<file path="config.mk">
export PLATFORM = sky130hd
export DESIGN_NAME = rpic_ring_ctrl
export DESIGN_NICKNAME = d
export VERILOG_FILES = /design/src/verilog/rpic_sync3.v /design/src/verilog/rpic_desc_store.v /design/src/verilog/rpic_ring_ctrl.v
export VERILOG_INCLUDE_DIRS = /design/src /design/src/verilog
export SDC_FILE = /design/constraint.sdc
export NUM_CORES = 1
export LEC_CHECK = 0
export ABC_AREA = 1
export BUFFER_PORTS_ARGS = -buffer_cell sky130_fd_sc_hd__buf_2
export CELL_PAD_IN_SITES_DETAIL_PLACEMENT = 1
export CELL_PAD_IN_SITES_GLOBAL_PLACEMENT = 2
export CORE_MARGIN = 1
export CORE_UTILIZATION = 37
export CTS_CLUSTER_DIAMETER = 30
export DETAILED_ROUTE_END_ITERATION = 6
export PLACE_DENSITY = 0.84
export SETUP_SLACK_MARGIN = 0.4
export SKIP_CTS_REPAIR_TIMING = 1
export SLEW_MARGIN = 15
export SYNTH_ARGS = -nofsm -noshare
export SYNTH_HDL_FRONTEND = slang
export SYNTH_SLANG_ARGS = --single-unit
</file>
<file path="constraint.sdc">
create_clock -name core_clk -period 3.65 [get_ports core_clk]
set_input_delay 0.5475 -clock core_clk [delete_from_list [all_inputs] [get_ports core_clk]]
set_output_delay 0.5475 -clock core_clk [all_outputs]
set_load 0.03 [all_outputs]
</file>
<file path="src/verilog/rpic_map.vh">
// Constants for the ring privilege and interrupt control block
`ifndef RPIC_MAP_VH
`define RPIC_MAP_VH
`define RPIC_RING_W 2
`define RPIC_RING_KERNEL 2'h0
`define RPIC_LVL_W 3
`define RPIC_CHAN_W 8
`define RPIC_PIO_CHAN_DEF 8'h3C
`define RPIC_FN_W 4
`define RPIC_FN_DISPATCH 4'hA
`define RPIC_FN_INVAL 4'hB
`define RPIC_FN_RINGSET 4'hC
`define RPIC_TAG_W 8
`define RPIC_DESC_W 16
`define RPIC_ADDR_W 16
`define RPIC_SAVE_STRIDE 16'h0010
`define RPIC_SAVE_BASE 16'h0100
`define RPIC_TRAP_BASE 16'h0200
`define RPIC_TRAP_ENTRY 16'h0300
`define RPIC_IDX_W 3
`define RPIC_CNT_W 2
`define RPIC_SYNC_RST 3'h0
`endif

</file>
<file path="src/verilog/rpic_sync3.v">
// Three-flop input synchroniser with agreement filter
`timescale 1ns/1ps
`include "rpic_map.vh"
module rpic_sync3 (
  input wire core_clk,
  input wire nrst,
  input wire din,
  output reg dout
);
  reg [2:0] syncFf;
  // Second and third flop must agree before a change counts
  always @(posedge core_clk or negedge nrst) begin
    if (!nrst) begin
      syncFf <= `RPIC_SYNC_RST;
      dout <= 1'b0;
    end else begin
      syncFf <= {syncFf[1:0], din};
      if (syncFf[2] == syncFf[1]) begin
        dout <= syncFf[2];
      end
    end
  end
endmodule // rpic_sync3

</file>
<file path="src/verilog/rpic_desc_store.v">
// Fast descriptor store: tagged entries, flush on dispatch, selective invalidate
`timescale 1ns/1ps
`include "rpic_map.vh"
module rpic_desc_store #(
  parameter DEPTH = 8
) (
  input wire core_clk,
  input wire nrst,
  input wire flushAll,
  input wire invalid,
  input wire [`RPIC_TAG_W-1:0] invalTag,
  input wire [`RPIC_TAG_W-1:0] lookTag,
  output wire hit,
  output wire [`RPIC_DESC_W-1:0] hitDesc,
  input wire fillValid,
  input wire [`RPIC_TAG_W-1:0] fillTag,
  input wire [`RPIC_DESC_W-1:0] fillDesc
);
  reg [DEPTH-1:0] validFf;
  reg [`RPIC_TAG_W-1:0] tagMem [0:DEPTH-1];
  reg [`RPIC_DESC_W-1:0] descMem [0:DEPTH-1];
  wire [DEPTH-1:0] hitVec;
  wire [DEPTH-1:0] fillVec;
  wire [DEPTH-1:0] invVec;
  reg [`RPIC_IDX_W-1:0] victimFf;
  reg [`RPIC_DESC_W-1:0] hitMux;
  integer k;
  genvar g;
  // Per-entry match; a fill lands on the entry holding the same tag if any
  generate
    for (g = 0; g < DEPTH; g = g + 1) begin : gEnt
      assign hitVec[g] = validFf[g] && (tagMem[g] == lookTag);
      assign invVec[g] = validFf[g] && (tagMem[g] == invalTag);
      assign fillVec[g] = validFf[g] && (tagMem[g] == fillTag);
      localparam [`RPIC_IDX_W-1:0] ENT_IDX = g;
      always @(posedge core_clk or negedge nrst) begin
        if (!nrst) begin
          validFf[g] <= 1'b0;
          tagMem[g] <= {`RPIC_TAG_W{1'b0}};
          descMem[g] <= {`RPIC_DESC_W{1'b0}};
        end else if (flushAll) begin
          validFf[g] <= 1'b0;
        end else if (fillValid && (fillVec[g] ||
                     (!(|fillVec) && victimFf == ENT_IDX))) begin
          validFf[g] <= 1'b1;
          tagMem[g] <= fillTag;
          descMem[g] <= fillDesc;
        end else if (invalid && invVec[g]) begin
          validFf[g] <= 1'b0;
        end
      end
    end
  endgenerate
  // Round-robin victim for fresh tags
  always @(posedge core_clk or negedge nrst) begin
    if (!nrst) begin
      victimFf <= {`RPIC_IDX_W{1'b0}};
    end else if (fillValid && !(|fillVec)) begin
      victimFf <= victimFf + 1'b1;
    end
  end
  // One-hot read mux
  always @* begin
    hitMux = {`RPIC_DESC_W{1'b0}};
    for (k = 0; k < DEPTH; k = k + 1) begin
      if (hitVec[k]) begin
        hitMux = descMem[k];
      end
    end
  end
  assign hit = |hitVec;
  assign hitDesc = hitMux;
endmodule // rpic_desc_store

</file>
<file path="src/verilog/rpic_ring_ctrl.v">
// Ring privilege, interrupt entry and descriptor control core
// Contract
// - Trap return outside ring 0 traps
// - Interrupt saves old, loads new level state
// - Save absolute interrupting channel identity
// - Saved state holds interrupted ring number
// - Interrupt forces current ring to 0
// - Interrupt level save area ring is 0
// - Processor sends new ring after entry
// - Level change restores ring without check
// - Level change outside ring 0 traps
// - Dispatch discards descriptors, uses new tree
// - Invalidated entry refetched and overwritten
// - Trap forces ring 0, translates vectors
// - Responds on configured absolute PIO channel
`timescale 1ns/1ps
`include "rpic_map.vh"
module rpic_ring_ctrl #(
  parameter DEPTH = 8,
  parameter [`RPIC_CHAN_W-1:0] PIO_CHAN = `RPIC_PIO_CHAN_DEF
) (
  input wire core_clk,
  input wire nrst,
  input wire irqReq,
  input wire [`RPIC_LVL_W-1:0] irqLevel,
  input wire [`RPIC_CHAN_W-1:0] irqChan,
  input wire trapReq,
  input wire [`RPIC_ADDR_W-1:0] trapVector,
  input wire trapRetReq,
  input wire levelChangeReq,
  input wire [`RPIC_RING_W-1:0] restoreRing,
  input wire pioValid,
  input wire [`RPIC_CHAN_W-1:0] pioChan,
  input wire [`RPIC_FN_W-1:0] pioFunc,
  input wire [`RPIC_DESC_W-1:0] pioData,
  input wire lookValid,
  input wire [`RPIC_TAG_W-1:0] lookTag,
  input wire memAck,
  input wire [`RPIC_DESC_W-1:0] memDesc,
  output wire pioAck,
  output reg [`RPIC_RING_W-1:0] curRing_ff,
  output reg [`RPIC_LVL_W-1:0] runLevel_ff,
  output reg saveValid_ff,
  output reg [`RPIC_ADDR_W-1:0] saveOldPtr_ff,
  output reg [`RPIC_ADDR_W-1:0] saveNewPtr_ff,
  output reg [`RPIC_RING_W-1:0] saveRing_ff,
  output reg [`RPIC_CHAN_W-1:0] saveChan_ff,
  output reg [`RPIC_RING_W-1:0] handlerRing_ff,
  output reg privTrap_ff,
  output reg trapTaken_ff,
  output reg [`RPIC_ADDR_W-1:0] trapEntry_ff,
  output reg [`RPIC_ADDR_W-1:0] trapSave_ff,
  output reg [`RPIC_DESC_W-1:0] treeRoot_ff,
  output reg lookDone_ff,
  output reg [`RPIC_DESC_W-1:0] lookDesc_ff,
  output reg memReq_ff,
  output reg [`RPIC_TAG_W-1:0] memTag_ff
);

  // Lookup states
  localparam ST_IDLE = 2'h0;
  localparam ST_FETCH = 2'h1;
  localparam ST_DONE = 2'h2;

  reg [1:0] state_ff;
  reg [1:0] nxt_state;
  reg [`RPIC_RING_W-1:0] nxt_curRing;

  // Strobes decoded in the current cycle
  wire irqSync;
  reg irqSeen_ff;
  wire irqEdge;
  wire hit;
  wire [`RPIC_DESC_W-1:0] hitDesc;
  wire pioHit;
  wire doDispatch;
  wire doInval;
  wire doRingSet;
  wire irqTake;
  wire privFail;
  wire fillValid;

  // Interrupt request arrives from outside the clock domain
  rpic_sync3 uIrqSync (
    .core_clk(core_clk),
    .nrst(nrst),
    .din(irqReq),
    .dout(irqSync)
  );

  // Edge of the synchronised request; a held request interrupts only once
  assign irqEdge = irqSync && !irqSeen_ff;

  // Only a strictly higher level preempts the running one
  assign irqTake = irqEdge && (irqLevel > runLevel_ff);

  // Only the configured channel answers; other channels are ignored
  assign pioHit = pioValid && (pioChan == PIO_CHAN);
  assign pioAck = pioHit;

  // Order decode; codes are kept apart from those of other devices
  assign doDispatch = pioHit && (pioFunc == `RPIC_FN_DISPATCH);
  assign doInval = pioHit && (pioFunc == `RPIC_FN_INVAL);
  assign doRingSet = pioHit && (pioFunc == `RPIC_FN_RINGSET);

  // Privileged returns are checked against the ring before the event
  assign privFail = (trapRetReq || levelChangeReq) &&
                    (curRing_ff != `RPIC_RING_KERNEL);

  // Ring register next value; entry events outrank everything
  // A refused return reaches ring 0 through the trap path, never restoreRing
  always @* begin
    nxt_curRing = curRing_ff;
    if (irqTake) begin
      nxt_curRing = `RPIC_RING_KERNEL;
    end else if (trapReq || privFail) begin
      nxt_curRing = `RPIC_RING_KERNEL;
    end else if (doRingSet) begin
      nxt_curRing = pioData[`RPIC_RING_W-1:0];
    end else if (trapRetReq || levelChangeReq) begin
      nxt_curRing = restoreRing;
    end
  end

  // Current ring holds otherwise
  // Kept in its own register so nothing else can move the privilege
  always @(posedge core_clk or negedge nrst) begin
    if (!nrst) begin
      curRing_ff <= `RPIC_RING_KERNEL;
    end else begin
      curRing_ff <= nxt_curRing;
    end
  end

  // Request history for edge detection; reset matches the idle pin level
  always @(posedge core_clk or negedge nrst) begin
    if (!nrst) begin
      irqSeen_ff <= 1'b0;
    end else begin
      irqSeen_ff <= irqSync;
    end
  end

  // Running level follows an accepted interrupt and drops to 0 on a level change made in ring 0
  always @(posedge core_clk or negedge nrst) begin
    if (!nrst) begin
      runLevel_ff <= {`RPIC_LVL_W{1'b0}};
    end else if (irqTake) begin
      runLevel_ff <= irqLevel;
    end else if (levelChangeReq && !privFail) begin
      runLevel_ff <= {`RPIC_LVL_W{1'b0}};
    end
  end

  // Entry strobe stands one cycle so firmware sees each entry once
  always @(posedge core_clk or negedge nrst) begin
    if (!nrst) begin
      saveValid_ff <= 1'b0;
    end else begin
      saveValid_ff <= irqTake;
    end
  end

  // Interrupt entry record: pointers, interrupted ring and absolute channel
  // Held until the next accepted interrupt so firmware may read it late
  always @(posedge core_clk or negedge nrst) begin
    if (!nrst) begin
      saveOldPtr_ff <= {`RPIC_ADDR_W{1'b0}};
      saveNewPtr_ff <= {`RPIC_ADDR_W{1'b0}};
      saveRing_ff <= `RPIC_RING_KERNEL;
      saveChan_ff <= {`RPIC_CHAN_W{1'b0}};
      handlerRing_ff <= `RPIC_RING_KERNEL;
    end else if (irqTake) begin
      saveOldPtr_ff <= `RPIC_SAVE_BASE +
                       `RPIC_SAVE_STRIDE * {{(`RPIC_ADDR_W-`RPIC_LVL_W){1'b0}}, runLevel_ff};
      saveNewPtr_ff <= `RPIC_SAVE_BASE +
                       `RPIC_SAVE_STRIDE * {{(`RPIC_ADDR_W-`RPIC_LVL_W){1'b0}}, irqLevel};
      saveRing_ff <= curRing_ff;
      saveChan_ff <= irqChan;
      handlerRing_ff <= `RPIC_RING_KERNEL;
    end
  end

  // Refusal strobe for privileged returns outside the kernel ring
  always @(posedge core_clk or negedge nrst) begin
    if (!nrst) begin
      privTrap_ff <= 1'b0;
    end else begin
      privTrap_ff <= privFail;
    end
  end

  // Trap entry: hardware vectors translated into kernel space
  // An interrupt in the same cycle wins; it forces ring 0 anyway
  always @(posedge core_clk or negedge nrst) begin
    if (!nrst) begin
      trapTaken_ff <= 1'b0;
      trapEntry_ff <= {`RPIC_ADDR_W{1'b0}};
      trapSave_ff <= {`RPIC_ADDR_W{1'b0}};
    end else begin
      trapTaken_ff <= (trapReq || privFail) && !irqTake;
      if ((trapReq || privFail) && !irqTake) begin
        trapEntry_ff <= `RPIC_TRAP_ENTRY + trapVector;
        trapSave_ff <= `RPIC_TRAP_BASE + trapVector;
      end
    end
  end

  // Dispatch designates the new descriptor tree root
  // The root is only recorded; walking the tree belongs to the fetch side
  always @(posedge core_clk or negedge nrst) begin
    if (!nrst) begin
      treeRoot_ff <= {`RPIC_DESC_W{1'b0}};
    end else if (doDispatch) begin
      treeRoot_ff <= pioData;
    end
  end

  // Descriptor lookup with fetch on miss; the kernel orders invalidations
  // Dispatch flushes every entry, an invalidation clears one tag only
  rpic_desc_store #(
    .DEPTH(DEPTH)
  ) uStore (
    .core_clk(core_clk),
    .nrst(nrst),
    .flushAll(doDispatch),
    .invalid(doInval),
    .invalTag(pioData[`RPIC_TAG_W-1:0]),
    .lookTag(lookTag),
    .hit(hit),
    .hitDesc(hitDesc),
    .fillValid(fillValid),
    .fillTag(memTag_ff),
    .fillDesc(memDesc)
  );

  // A dispatch during a fetch drops the stale result
  assign fillValid = (state_ff == ST_FETCH) && memAck && !doDispatch;

  // Lookup state machine
  // DONE spends one cycle so a held lookValid does not fetch twice
  always @* begin
    nxt_state = state_ff;
    case (state_ff)
      ST_IDLE: begin
        if (lookValid && !hit) begin
          nxt_state = ST_FETCH;
        end
      end
      ST_FETCH: begin
        if (doDispatch) begin
          nxt_state = ST_IDLE;
        end else if (memAck) begin
          nxt_state = ST_DONE;
        end
      end
      ST_DONE: begin
        nxt_state = ST_IDLE;
      end
      default: begin
        nxt_state = ST_IDLE;
      end
    endcase
  end

  // Lookup answer: one-cycle done strobe, descriptor held until the next one
  always @(posedge core_clk or negedge nrst) begin
    if (!nrst) begin
      state_ff <= ST_IDLE;
      lookDone_ff <= 1'b0;
      lookDesc_ff <= {`RPIC_DESC_W{1'b0}};
    end else begin
      state_ff <= nxt_state;
      lookDone_ff <= 1'b0;
      if (state_ff == ST_IDLE && lookValid && hit) begin
        lookDone_ff <= 1'b1;
        lookDesc_ff <= hitDesc;
      end else if (fillValid) begin
        lookDone_ff <= 1'b1;
        lookDesc_ff <= memDesc;
      end
    end
  end

  // Fetch request stands from the miss until memory answers or a dispatch
  // abandons it; the tag stays put so the fill lands on the right entry
  always @(posedge core_clk or negedge nrst) begin
    if (!nrst) begin
      memReq_ff <= 1'b0;
      memTag_ff <= {`RPIC_TAG_W{1'b0}};
    end else if (state_ff == ST_IDLE && lookValid && !hit) begin
      memReq_ff <= 1'b1;
      memTag_ff <= lookTag;
    end else if (state_ff == ST_FETCH && (memAck || doDispatch)) begin
      memReq_ff <= 1'b0;
    end
  end
endmodule // rpic_ring_ctrl

</file>
## Word-level counts from Yosys, hierarchy flattened

Cells that the tools add are included.

- Mux-type cells: 48
- Equality and inequality tests: 39
- $add $sub $neg: 5
- Magnitude comparators: 1
- Bitwise logic cells: 1
- Reductions and logical operators: 108

Operator list:

| kind | number |
|---|---|
| $eq 8x8->1 | 24 |
| $mux 16 | 10 |
| $logic_and 1x1->1 | 65 |
| $add 10x16->16 const A | 2 |
| $mux 1 | 28 |
| $reduce_bool 3->1 | 8 |
| $add 9x7->10 const A | 2 |
| $reduce_and 2->1 | 9 |
| $reduce_or 8->1 | 2 |
| $mux 2 | 7 |
| $eq 3x3->1 const B | 4 |
| $eq 4x4->1 const B | 3 |
| $logic_or 1x1->1 | 11 |
| $eq 8x6->1 const B | 1 |
| $reduce_bool 2->1 | 4 |
| $eq 3x2->1 const B | 2 |
| $logic_not 1->1 | 6 |
| $mux 3 | 2 |
| $pmux 2 s2 | 1 |
| $reduce_bool 4->1 | 1 |
| $add 3x1->3 const B | 1 |
| $eq 3x1->1 const B | 1 |
| $gt 3x3->1 | 1 |
| $logic_not 3->1 | 1 |
| other kinds (6) | 6 |

- Bits of input ports: 90
- Logic and storage cells: 247
- Output and inout bits: 127
- Register bits: 334

## Depth between registers and ports, before layout

Gate-level depths: netlist (run 1).

- Depth in word-level cells: 11
- Gate-level depth with buffers: 22
- Depth with buffers taken out: 19

## Cells and area by module

Synthesis (run 1) repeated with hierarchy kept, for this count alone.

- Cell total of the unflattened synthesis: 2,326
- Area, all modules: 17,320.4 µm²

By module, submodules not included:

| module | times used | area an instance (µm²) | cells each | seq. area each (µm²) |
|---|---|---|---|---|
| rpic_desc_store | 1 | 12,754.7 | 1,801 | 5,079.9 |
| rpic_ring_ctrl | 1 | 4,449.3 | 517 | 2,352.3 |
| rpic_sync3 | 1 | 116.4 | 8 | 100.1 |

## Worst setup path before layout (run 1)

OpenSTA, ideal clock, no wires.

- Path kind: input to register
- Start: input pioChan[7]
- End: register uStore.descMem[100] (netlist name)
- Stages: 12
- Path buffers: 4
- Setup time: 118 ps
- Data required time: 3,532 ps
- Arrival time: 2,532 ps
- Path slack: 1,000 ps
- Cell sequence: nor2_1 > nand2_1 > nor4_2 > nand2_1 > nand3_1 > buf_4 > inv_1 > buf_4 > buf_4 > clkbuf_1 > nand3_1 > nand2_1

- Longest elaborated chain between the ends: 7
- Elaborated cells between the ends (all ways): 8
- Those cells by class: 1 x eq/ne; 1 x bitwise; 6 x reduce/logical

RTL lines:

| item | RTL line | source |
|---|---|---|
| start, declared | rpic_ring_ctrl.v:33 | `` input wire [`RPIC_CHAN_W-1:0] pioChan, `` |
| $eq 8x6->1 * | rpic_ring_ctrl.v:98 | `assign pioHit = pioValid && (pioChan == PIO_CHAN);` |
| $logic_and 1x1->1 * | rpic_ring_ctrl.v:98 |  |
| named net pioAck | rpic_ring_ctrl.v:40 | `output wire pioAck,` |
| $logic_and 1x1->1 * | rpic_ring_ctrl.v:102 | `` assign doDispatch = pioHit && (pioFunc == `RPIC_FN_DISPATCH); `` |
| $logic_not 1->1 | rpic_ring_ctrl.v:238 | `assign fillValid = (state_ff == ST_FETCH) && memAck && !doDispatch;` |
| $logic_and 1x1->1 | rpic_ring_ctrl.v:238 |  |
| $logic_and 1x1->1 | rpic_desc_store.v:43 | `end else if (fillValid && (fillVec[g] \|\|` |
| $reduce_and 2->1 (no source line) * | -- |  |
| end signal, assigned by index | rpic_desc_store.v:40 | `` descMem[g] <= {`RPIC_DESC_W{1'b0}}; `` |
| end signal, assigned by index | rpic_desc_store.v:47 | `descMem[g] <= fillDesc;` |
| end, declared | rpic_desc_store.v:21 | `` reg [`RPIC_DESC_W-1:0] descMem [0:DEPTH-1]; `` |

The timed path passes the listed nets; every way through them passes the cells marked *.
A chain may end at the register's enable or synchronous reset.

## Worst setup path in the final report (run 1)

- Start: register memTag_ff[5]
- End: register uStore.tagMem[11] (netlist name)

- Longest elaborated chain between the ends: 8
- Elaborated cells between the ends (all ways): 22
- Those cells by class: 8 x eq/ne; 14 x reduce/logical

RTL lines:

| item | RTL line | source |
|---|---|---|
| start, declared | rpic_ring_ctrl.v:57 | `` output reg [`RPIC_TAG_W-1:0] memTag_ff `` |
| start signal, assigned | rpic_ring_ctrl.v:290 | `` memTag_ff <= {`RPIC_TAG_W{1'b0}}; `` |
| start signal, assigned | rpic_ring_ctrl.v:293 | `memTag_ff <= lookTag;` |
| $eq 8x8->1 | rpic_desc_store.v:34 | `assign fillVec[g] = validFf[g] && (tagMem[g] == fillTag);` |
| $logic_and 1x1->1 | rpic_desc_store.v:34 |  |
| $reduce_or 8->1 | rpic_desc_store.v:44 | `(!(\|fillVec) && victimFf == ENT_IDX))) begin` |
| $logic_not 1->1 | rpic_desc_store.v:44 |  |
| $logic_and 1x1->1 | rpic_desc_store.v:44 |  |
| $logic_or 1x1->1 * | rpic_desc_store.v:43 |  |
| $logic_and 1x1->1 * | rpic_desc_store.v:43 |  |
| $reduce_and 2->1 (no source line) * | -- |  |
| end signal, assigned by index | rpic_desc_store.v:39 | `` tagMem[g] <= {`RPIC_TAG_W{1'b0}}; `` |
| end signal, assigned by index | rpic_desc_store.v:46 | `tagMem[g] <= fillTag;` |
| end, declared | rpic_desc_store.v:20 | `` reg [`RPIC_TAG_W-1:0] tagMem [0:DEPTH-1]; `` |

Mark *: on every way between the ends. The rest lies on a longest branch, timed or not.

==> flow_summary.json, run 1 <==
{
  "grt_max_degree": 110,
  "antenna_found_initial": 0,
  "final.setup.tns_ns": 0,
  "endpoint_kind": "flip-flop",
  "clockBufferDepth": 3,
  "groute.usage.overall_pct": 28.1,
  "synth_cells": 2341,
  "synth_warnings": 0,
  "fp-row-count": 79,
  "slew_viol_final": 0,
  "layout_commonest_cell": "nand2_1",
  "tightest_slew_ns": 0.994,
  "drc": 11,
  "hold_path_class": "input port to async pin",
  "cts.sinks": 301,
  "finalWirelength_mm": 66.7,
  "htreeDepth": 3,
  "fmax_mhz": 321,
  "path_class": "flip-flop to flip-flop",
  "die_area_um2": 48400,
  "grt_pass1_wl_mm": 104,
  "fin_ws_ns": 0.538,
  "drt_first_iter_violations": 1346,
  "critPathArrivalTime_ns": 3.66,
  "powerDensity_nw_per_um2": 940,
  "ant_nets": 0,
  "wire_per_inst_um": 20.9,
  "synth_edf_count": 0,
  "seq_area_frac_synth_pct": 42.8,
  "outcome": "finished, violations left",
  "preCtsSetupSlack_ns": 0.304,
  "die_w_um": 220,
  "power_mw": 20.7,
  "syn_area_um2": 17600,
  "cap_violations": 0,
  "finalClockSkew_ns": 0.0390,
  "p_leak_nw": 12.0,
  "final_cells": 3200,
  "nets": 2618,
  "first_global_vias": 17800,
  "vdd_drop_max_uv": 399,
  "cp_max_fo": 24,
  "ys_types": 48,
  "grt_overflow": 0,
  "vias_per_cell": 5.36,
  "max_slew_margin_pct": 33.6,
  "place_congestion": 0.897,
  "cp.required_ns": 4.20,
  "synth_seq_cells": 301,
  "hpwl_mm": 43.7,
  "whs_ns": 0.0580,
  "dp.cells": 3025,
  "rsz0062_at_grt": "false",
  "clockRootBuffer": "clkbuf_16",
  "vias": 17100,
  "die_h_um": 220,
  "dr.pass1.iters": 7,
  "setup_viol": 0,
  "fin_crit_ns": 3.11,
  "coreArea_um2": 46800,
  "insertion_delay_ns": 0.64,
  "cts_buffers": 93,
  "ios": 217,
  "postLayoutCoreUtil_pct": 47.2,
  "syn2layout_area_growth_pct": 25.5,
  "synthArstFlopShare_pct": 100,
  "place_area_um2": 18800,
  "post-route-period-util_pct": 85.3,
  "synth.avg_cell_area_um2": 7.51,
  "violations": "DRC",
  "mostFrequentLayoutCells": "nand2_1 (729), nand3_1 (421), dfrtp_1 (300), buf_2 (189), inv_1 (152)",
  "n_antenna_cell": 0,
  "clk_pin_slew_ns": 0.05,
  "finalHoldViolCount": 0,
  "ys.flop_type": "dfrtp_1",
  "stdcell_area_um2": 22100,
  "io_buffers": 190,
  "drive_gt1_share_pct": 18.2,
  "cts_tree": "yes",
  "initial_core_util_pct": 37.6,
  "critPathLaunchType": "flip-flop"
}
-- sequential cells by signal (all words and copies together) (netlist names), 3 cells and up --
register,count
uStore.descMem,128
uStore.tagMem,64
lookDesc_ff,16
trapEntry_ff,16
treeRoot_ff,16
memTag_ff,8
saveChan_ff,8
trapSave_ff,8
uStore.validFf,8
saveNewPtr_ff,4
runLevel_ff,3
saveOldPtr_ff,3
uIrqSync.syncFf,3
uStore.victimFf,3
-- where the power goes --
part	internal [mW]	switching (mW)	total, mW
combinational	2.15	4.47	6.63
sequential	4.66	1.30	5.96
clock	5.69	2.46	8.15
-- critical path: stages (launching register included) --
cell and delay [ns]:
dfrtp_1 0.68, buf_4 0.35, nand2_1 0.10, nand4_1 0.10, nor3_1 0.05, nand4_1 0.26, nand2_1 0.16, nor2_4 0.15
nand2_4 0.15, o21ai_4 0.67, nand3_1 0.19, nand2_1 0.12
-- layout make-up --
type                            count  area [um2]
Fill cell                        5689       24700
Multi-Input combinational cell   1708        8450
Sequential cell                   301        7530
Clock buffer                      134        2710
Timing Repair Buffer              248        1470
Tap cell                          607         759
Inverter                          164         621
Clock inverter                     38         526
-- final timing paths --
path / from / to / slack (ns) / cells past startpoint
setup / recovery: memTag_ff[5] / uStore.tagMem[11] / 0.54 / 11
hold / removal: nrst / uStore.tagMem[22] / 0.06 / 1
setup reg to reg: memTag_ff[5] / uStore.tagMem[11] / 0.54 / 11
hold reg to reg: uIrqSync.syncFf[0] / uIrqSync.syncFf[1] / 0.35 / 0
max in group asynchronous: nrst / uStore.descMem[26] / 2.58 / 2
min in group core_clk: irqChan[0] / saveChan_ff[0] / 0.10 / 3
-- per-layer routing --
metal / track usage (%) / part of all wire, % / up-vias
met2: 44.4 / 46 / 483
met3: 4.43 / 5.5 / 133
met1: 38.8 / 46 / 8661
met4: 9.49 / 2.6 / 0
met5: 0 / 0 / -
li1: - / - / 7869
-- cell usage after synthesis (2+ instances only) --
master,count,area (um2)
nand2_1,729,2740
nand3_1,421,2110
dfrtp_1,301,7530
inv_1,153,574
nor2_1,104,390
xor2_1,103,902
buf_4,64,480
buf_2,53,265
clkbuf_1,52,195
a21oi_1,42,210
o21ai_0,42,210
nor4_1,31,194
o21ai_1,28,140
or2_2,19,119
nand4_1,18,113
o22ai_1,17,106
xnor2_1,16,140
buf_1,14,52.6
mux2_2,14,158
nor3_1,14,70.1
or2_0,13,81.3
ha_1,12,150
buf_6,10,113
inv_2,10,37.5
nor3b_1,8,60.1
nand2_4,7,78.8
o21ai_2,6,52.6
o2111ai_1,5,43.8
nor2_4,4,45.0
or2_1,4,25.0
a21boi_0,3,22.5
nand2_2,3,18.8
nand3b_1,3,22.5
nor2_2,3,18.8
a21boi_1,2,15.0
-- cells by family after synthesis --
logic type               synth area share [%]
AND/OR/NAND/NOR                          34.8
buffers and inverters                    9.79
flip-flops                               42.8
AO/OA/AOI/OAI                            4.81
XOR/XNOR                                 5.93
multiplexers                            0.896
adder cells (fa/ha/maj)                 0.910
other                                  0.0213
(Power assumes the default switching activity.)
==> run 2, diff against run 1 <==
--- a/config.mk
+++ b/config.mk
@@ -13,6 +13,6 @@
 export CORE_MARGIN = 1
-export CORE_UTILIZATION = 37
+export CORE_UTILIZATION = 36
 export CTS_CLUSTER_DIAMETER = 30
 export DETAILED_ROUTE_END_ITERATION = 6
-export PLACE_DENSITY = 0.84
+export PLACE_DENSITY = 0.82
 export SETUP_SLACK_MARGIN = 0.4
@@ -22,2 +22,3 @@
 export SYNTH_HDL_FRONTEND = slang
+export SYNTH_HIERARCHICAL = 1
 export SYNTH_SLANG_ARGS = --single-unit
==> constraint.sdc (replaced) <==
create_clock -name core_clk -period 3.65 [get_ports core_clk]
set_input_delay 0.9125 -clock core_clk [delete_from_list [all_inputs] [get_ports core_clk]]
set_output_delay 0.9125 -clock core_clk [all_outputs]
set_load 0.005 [all_outputs]
==> run 2 against run 1 <==
Effect of this change:
- the flow now finishes without violations
- non-clock buffer count increased by 8
- combinational power down 19%
- sequential power down 0.8%
- setup slack gained 0.19 ns
- fmax grew 6.5%
- worst hold slack improved by 0.22 ns
- total power decreased by 11%
- design area down 2.6%
- first-iteration DRC count down 14%
- sequential cell count unchanged
==> flow_summary.json, run 2 <==
{
  "outcome": "finished clean",
  "syn_area_um2": 17300,
  "clk_pin_slew_ns": 0.04,
  "fillCellCount": 5927,
  "grt_max_degree": 72,
  "p_switching_mw": 6.83,
  "path_class": "input port to flip-flop",
  "clockRootBuffer": "clkbuf_16",
  "seq_area_frac_synth_pct": 43.5,
  "p_leak_nw": 11.4,
  "tightest_slew_ns": 0.750,
  "preCtsSetupSlack_ns": 0.0480,
  "ys.flop_type": "dfrtp_1",
  "netlist.area_leader.share_pct": 43.5,
  "synth.avg_cell_area_um2": 7.45,
  "grt_pass1_wl_mm": 106,
  "top_regs": "uStore/descMem: 128 flops, uStore/tagMem: 64 flops",
  "vias_per_cell": 5.34,
  "cap_violations": 0,
  "die_area_um2": 49000,
  "netlist.top_cell.by_area": "dfrtp_1",
  "fmax_mhz": 342,
  "highest_layer": "met4",
  "coreArea_um2": 47600,
  "wire_per_inst_um": 21.3,
  "hold_path_class": "input port to async pin",
  "layout_commonest_cell": "nand2_1",
  "drt_first_iter_violations": 1159,
  "fin_ws_ns": 0.727,
  "insertion_delay_ns": 0.61,
  "swShare_pct": 36.9,
  "mostFrequentLayoutCells": "nand2_1 (874), dfrtp_1 (301), nand3_1 (279), buf_2 (189), nor2_1 (156)",
  "intPower_mw": 11.7,
  "drive_gt1_share_pct": 17.8,
  "first_global_vias": 18200,
  "endpoint_kind": "flip-flop",
  "powerDensity_nw_per_um2": 861,
  "ios": 217,
  "fp-row-count": 80,
  "power_mw": 18.5,
  "groute.usage.overall_pct": 28.1,
  "place_area_um2": 18700,
  "cts.sinks": 301,
  "cp.required_ns": 4.20,
  "synthArstFlopShare_pct": 100,
  "setup_viol": 0,
  "grt_overflow": 0,
  "finalHoldViolCount": 0,
  "dr.pass1.iters": 5,
  "p_seq_share_pct": 31.9,
  "finalWirelength_mm": 68.2,
  "initial_core_util_pct": 36.4,
  "nets": 2622,
  "drt-met1-wl_mm": 27.9,
  "ant_nets": 0,
  "die_h_um": 221,
  "final.setup.tns_ns": 0,
  "synth_area_leaders": "dfrtp_1 (43%), nand2_1 (19%), nand3_1 (8.1%), nor2_1 (3.4%), inv_1 (3.1%)",
  "whs_ns": 0.280,
  "place_congestion": 0.952,
  "cts_buffers": 82,
  "antenna_found_initial": 0,
  "max_slew_margin_pct": 50.0,
  "power.share.clock_pct": 39.2,
  "syn2layout_area_growth_pct": 24.1,
  "hpwl_mm": 46.7,
  "synth_warnings": 6,
  "synth_seq_cells": 301,
  "comb_power_share_pct": 28.9,
  "rsz0062_at_grt": "false",
  "post-route-period-util_pct": 80.1,
  "fin_crit_ns": 2.92,
  "finalClockSkew_ns": 0.0231,
  "synth_common_cells": "nand2_1 (874), dfrtp_1 (301), nand3_1 (279), nor2_1 (158), inv_1 (145)",
  "yosysMostFrequentCell": "nand2_1",
  "ys_types": 50,
  "io_buffers": 190,
  "slew_viol_final": 0,
  "vdd_drop_max_uv": 372,
  "cts_tree": "yes",
  "drc": 0,
  "vias": 17100,
  "critPathLaunchType": "input port",
  "die_w_um": 221,
  "stdcell_area_um2": 21500,
  "route.met2.wl_mm": 34.2,
  "synth_edf_count": 0,
  "htreeDepth": 3,
  "critPathArrivalTime_ns": 3.47,
  "clockBufferDepth": 3,
  "cp_max_fo": 14,
  "top_register": "uStore/descMem",
  "n_antenna_cell": 0,
  "wl_met3_mm": 3.56,
  "synth_cells": 2326,
  "largest_reg_flops": 128
}
run 2: changes by cell type in the layout (fill, tap and decap cells not counted), moves of 19 or more:
cell     previous run  this run
nand2_1           729       874
nand3_1           421       279
xor2_1            103        38
nor2_1            104       156
o22ai_1            17        42
nor4_1             31        12
run 2: cell families (layout without fill, tap and decap cells):
kind of cell	count (synthesis)	in the layout	synth area share [%]
simple gates	1412	1412	35.5
buf+inv	335	570	9.80
flops	301	301	43.5
compound gates	193	193	6.60
xor+xnor	64	64	3.24
fa+ha+maj	12	12	0.867
mux	8	8	0.520
other cells	1	26	0.0217
run 2: final timing paths:
kind	end	startpoint	slack (ns)	cells past startpoint
setup / recovery	lookDesc_ff[15]	lookTag[2]	0.73	20
hold / removal	uStore/tagMem[58]	nrst	0.28	1
setup reg to reg	uStore/descMem[55]	state_ff[0]	0.88	13
hold reg to reg	uIrqSync/syncFf[1]	uIrqSync/syncFf[0]	0.35	0
max in group asynchronous	uStore/descMem[14]	nrst	2.51	2
min in group core_clk	uIrqSync/syncFf[1]	uIrqSync/syncFf[0]	0.35	0
run 2: area by class of cell:
class / count / area (um2) / share of cell area, %
multi-input cells: 1715 / 8190 / 38.1
flip-flops and latches: 301 / 7530 / 35.0
clock buffers: 112 / 2340 / 10.9
repair buffers: 256 / 1580 / 7.36
well taps: 615 / 769 / 3.58
inverters: 164 / 618 / 2.88
clock inverters: 38 / 469 / 2.18
run 2: power groups by stage:
| stage | clock network [mW] | logic [mW] | registers (mW) |
|---|---|---|---|
| floorplan | 0 | 3.59 | 5.43 |
| global placement | 0 | 5.11 | 5.89 |
| detailed placement | 0 | 5.27 | 5.91 |
| CTS | 7.36 | 5.35 | 5.89 |
| global route | 7.52 | 5.92 | 6.04 |
| finish | 7.25 | 5.35 | 5.91 |
run 2: layer usage:
layer / GRT usage [%] / up-vias
li1: - / 7813
met4: 12.0 / 0
met5: 0 / -
met3: 4.93 / 157
met2: 48.7 / 517
met1: 34.1 / 8602
run 2: per-stage QoR:
step,std cells,util (%)
final,3201,45.1
after global routing,3201,45.1
after CTS,3201,45.1
after detailed placement,3051,39.2
after global placement,3051,39.2
after floorplan,2351,-
run 2: critical path: stages:
cell and delay [ns]:
buf_2 0.31, inv_1 0.22, nand2_1 0.10, nand2_1 0.06, nor2_1 0.13, nand2_1 0.08
nor2_2 0.13, nand2_2 0.19, nand2_1 0.18, and2_4 0.25, o21ai_1 0.10, nand3_1 0.10
nand2_1 0.11, nand2_1 0.09, nand2_1 0.05, nand2_1 0.05, inv_1 0.03, o21ai_0 0.18
nand2_1 0.10, nand2_1 0.08
==> run 3, diff against run 2 <==
- CORE_UTILIZATION: 36 -> 31
- PLACE_DENSITY: 0.82 -> 0.75
- clock period: 3.65 -> 2.6 ns (I/O delays scaled with it)
==> run 3 against run 2 <==
Effect of this change:
- die area is 16% higher
- critical endpoint is now uStore/tagMem[25]
- via count is 6.0% higher
- setup slack worse by 0.62 ns
==> flow_summary.json, run 3 (same netlist as run 2, synthesis figures left out) <==
{
  "vias": 18100,
  "top_regs": "uStore/descMem: 128 flops, uStore/tagMem: 64 flops",
  "cts.sinks": 301,
  "antenna_found_initial": 0,
  "path_buf_inv": 4,
  "cts_buffers": 93,
  "cp_max_fo": 9,
  "first_global_vias": 18600,
  "finalHoldViolCount": 0,
  "crit_chain": "buf_12 -> buf_8 -> xor2_2 -> nor3_1 -> nand3_1 -> nand2_2 -> nor2_4 -> nand4_4 -> buf_12 -> clkbuf_16 -> nand3_1 -> nand2_1",
  "fp-row-count": 86,
  "hpwl_mm": 50.6,
  "post-route-period-util_pct": 95.8,
  "grt_overflow": 0,
  "drc": 0,
  "vdd_drop_max_uv": 570,
  "fmax_mhz": 401,
  "drive_gt1_share_pct": 32.4,
  "grt_max_degree": 80,
  "drt_first_iter_violations": 1029,
  "ant_nets": 0,
  "htreeDepth": 3,
  "fin_crit_ns": 2.49,
  "endpoint_kind": "flip-flop",
  "clockRootBuffer": "clkbuf_16",
  "path_class": "flip-flop to flip-flop",
  "critPathArrivalTime_ns": 2.98,
  "crit_family": "simple AND/OR/NAND/NOR gates",
  "coreArea_um2": 55200,
  "setup_viol": 0,
  "place_congestion": 0.977,
  "cp.required_ns": 3.09,
  "max_slew_margin_pct": 40.5,
  "outcome": "finished clean",
  "critPathLaunchType": "flip-flop",
  "whs_ns": 0.164,
  "clockBufferDepth": 3,
  "layout_commonest_cell": "nand2_1",
  "n_antenna_cell": 0,
  "mostFrequentLayoutCells": "nand2_1 (779), dfrtp_1 (284), nand3_1 (216), buf_2 (189), buf_4 (159)",
  "groute.usage.overall_pct": 25.4,
  "die_area_um2": 56800,
  "cap_violations": 0,
  "clk_pin_slew_ns": 0.04,
  "slew_viol_final": 0,
  "hold_path_class": "input port to flip-flop",
  "nets": 2820,
  "cp_slowest_cell": "dfrtp_2",
  "grt_pass1_wl_mm": 110,
  "dp.cells": 3301,
  "cts_tree": "yes",
  "top_register": "uStore/descMem",
  "insertion_delay_ns": 0.66,
  "ios": 217,
  "rsz0062_at_grt": "true",
  "tightest_slew_ns": 0.870,
  "die_w_um": 238,
  "die_h_um": 238,
  "final.setup.tns_ns": 0,
  "powerDensity_nw_per_um2": 1170,
  "finalWirelength_mm": 77.7,
  "slowest_delay_ns": 0.47,
  "largest_reg_flops": 128,
  "initial_core_util_pct": 31.4,
  "dr.pass1.iters": 5,
  "wire_per_inst_um": 21.9,
  "io_buffers": 190,
  "syn2layout_area_growth_pct": 48.0,
  "final_cells": 3543,
  "power_mw": 30.1,
  "finalClockSkew_ns": 0.0565,
  "p_leak_nw": 13.3,
  "vias_per_cell": 5.11
}
-- run 3: changes by cell type in the layout (fill, tap and decap cells not counted), sizes merged, moves of 3 or more --
cell,previous run,this run
clkbuf,112,140
bufinv,9,15
buf,256,411
inv,167,163
nand2,889,905
clkinv,21,29
clkinvlp,5,2
-- run 3: worst paths after layout --
kind,endpoint,cells after the start,slack [ns],from
setup / recovery,uStore/tagMem[25],12,0.11,memTag_ff[1]
hold / removal,uIrqSync/syncFf[0],1,0.16,irqReq
setup reg to reg,uStore/tagMem[25],12,0.11,memTag_ff[1]
hold reg to reg,uIrqSync/syncFf[1],0,0.35,uIrqSync/syncFf[0]
max in group asynchronous,uStore/tagMem[27],3,1.25,nrst
min in group asynchronous,trapEntry_ff[13],2,0.49,nrst
-- run 3: routing by layer --
layer	GRT usage [%]	up-vias	wire length, um
met2	43.9	544	38500
li1	-	8273	-
met3	4.41	175	4450
met4	11.8	0	2910
met5	0	-	0
met1	30.7	9119	31800
-- run 3: final cells by class --
cell class / instances / area, um2
multi-input combinational: 1733 / 9490
sequential: 301 / 7550
tap: 748 / 936
clock inverter: 45 / 753
fill: 6488 / 29600
inverter: 164 / 672
timing repair buffer: 425 / 3580
clock buffer: 127 / 2650
-- run 3: power breakdown --
group	internal, mW	total, mW	switching [mW]
combinational	4.10	9.84	5.74
clock	8.56	12.0	3.48
sequential	6.51	8.18	1.67
-- run 3: stage by stage --
| stage | setup WS (ns) | instance area, um2 | util [%] |
|---|---|---|---|
| detailed placement | -0.395 | 20200 | 36.6 |
| global placement | -0.600 | 20200 | 36.6 |
| global route | 0.0992 | 25600 | 46.4 |
| finish | 0.109 | 25600 | 46.4 |
| floorplan | 0.271 | 17800 | - |
| CTS | -0.0368 | 23600 | 42.8 |
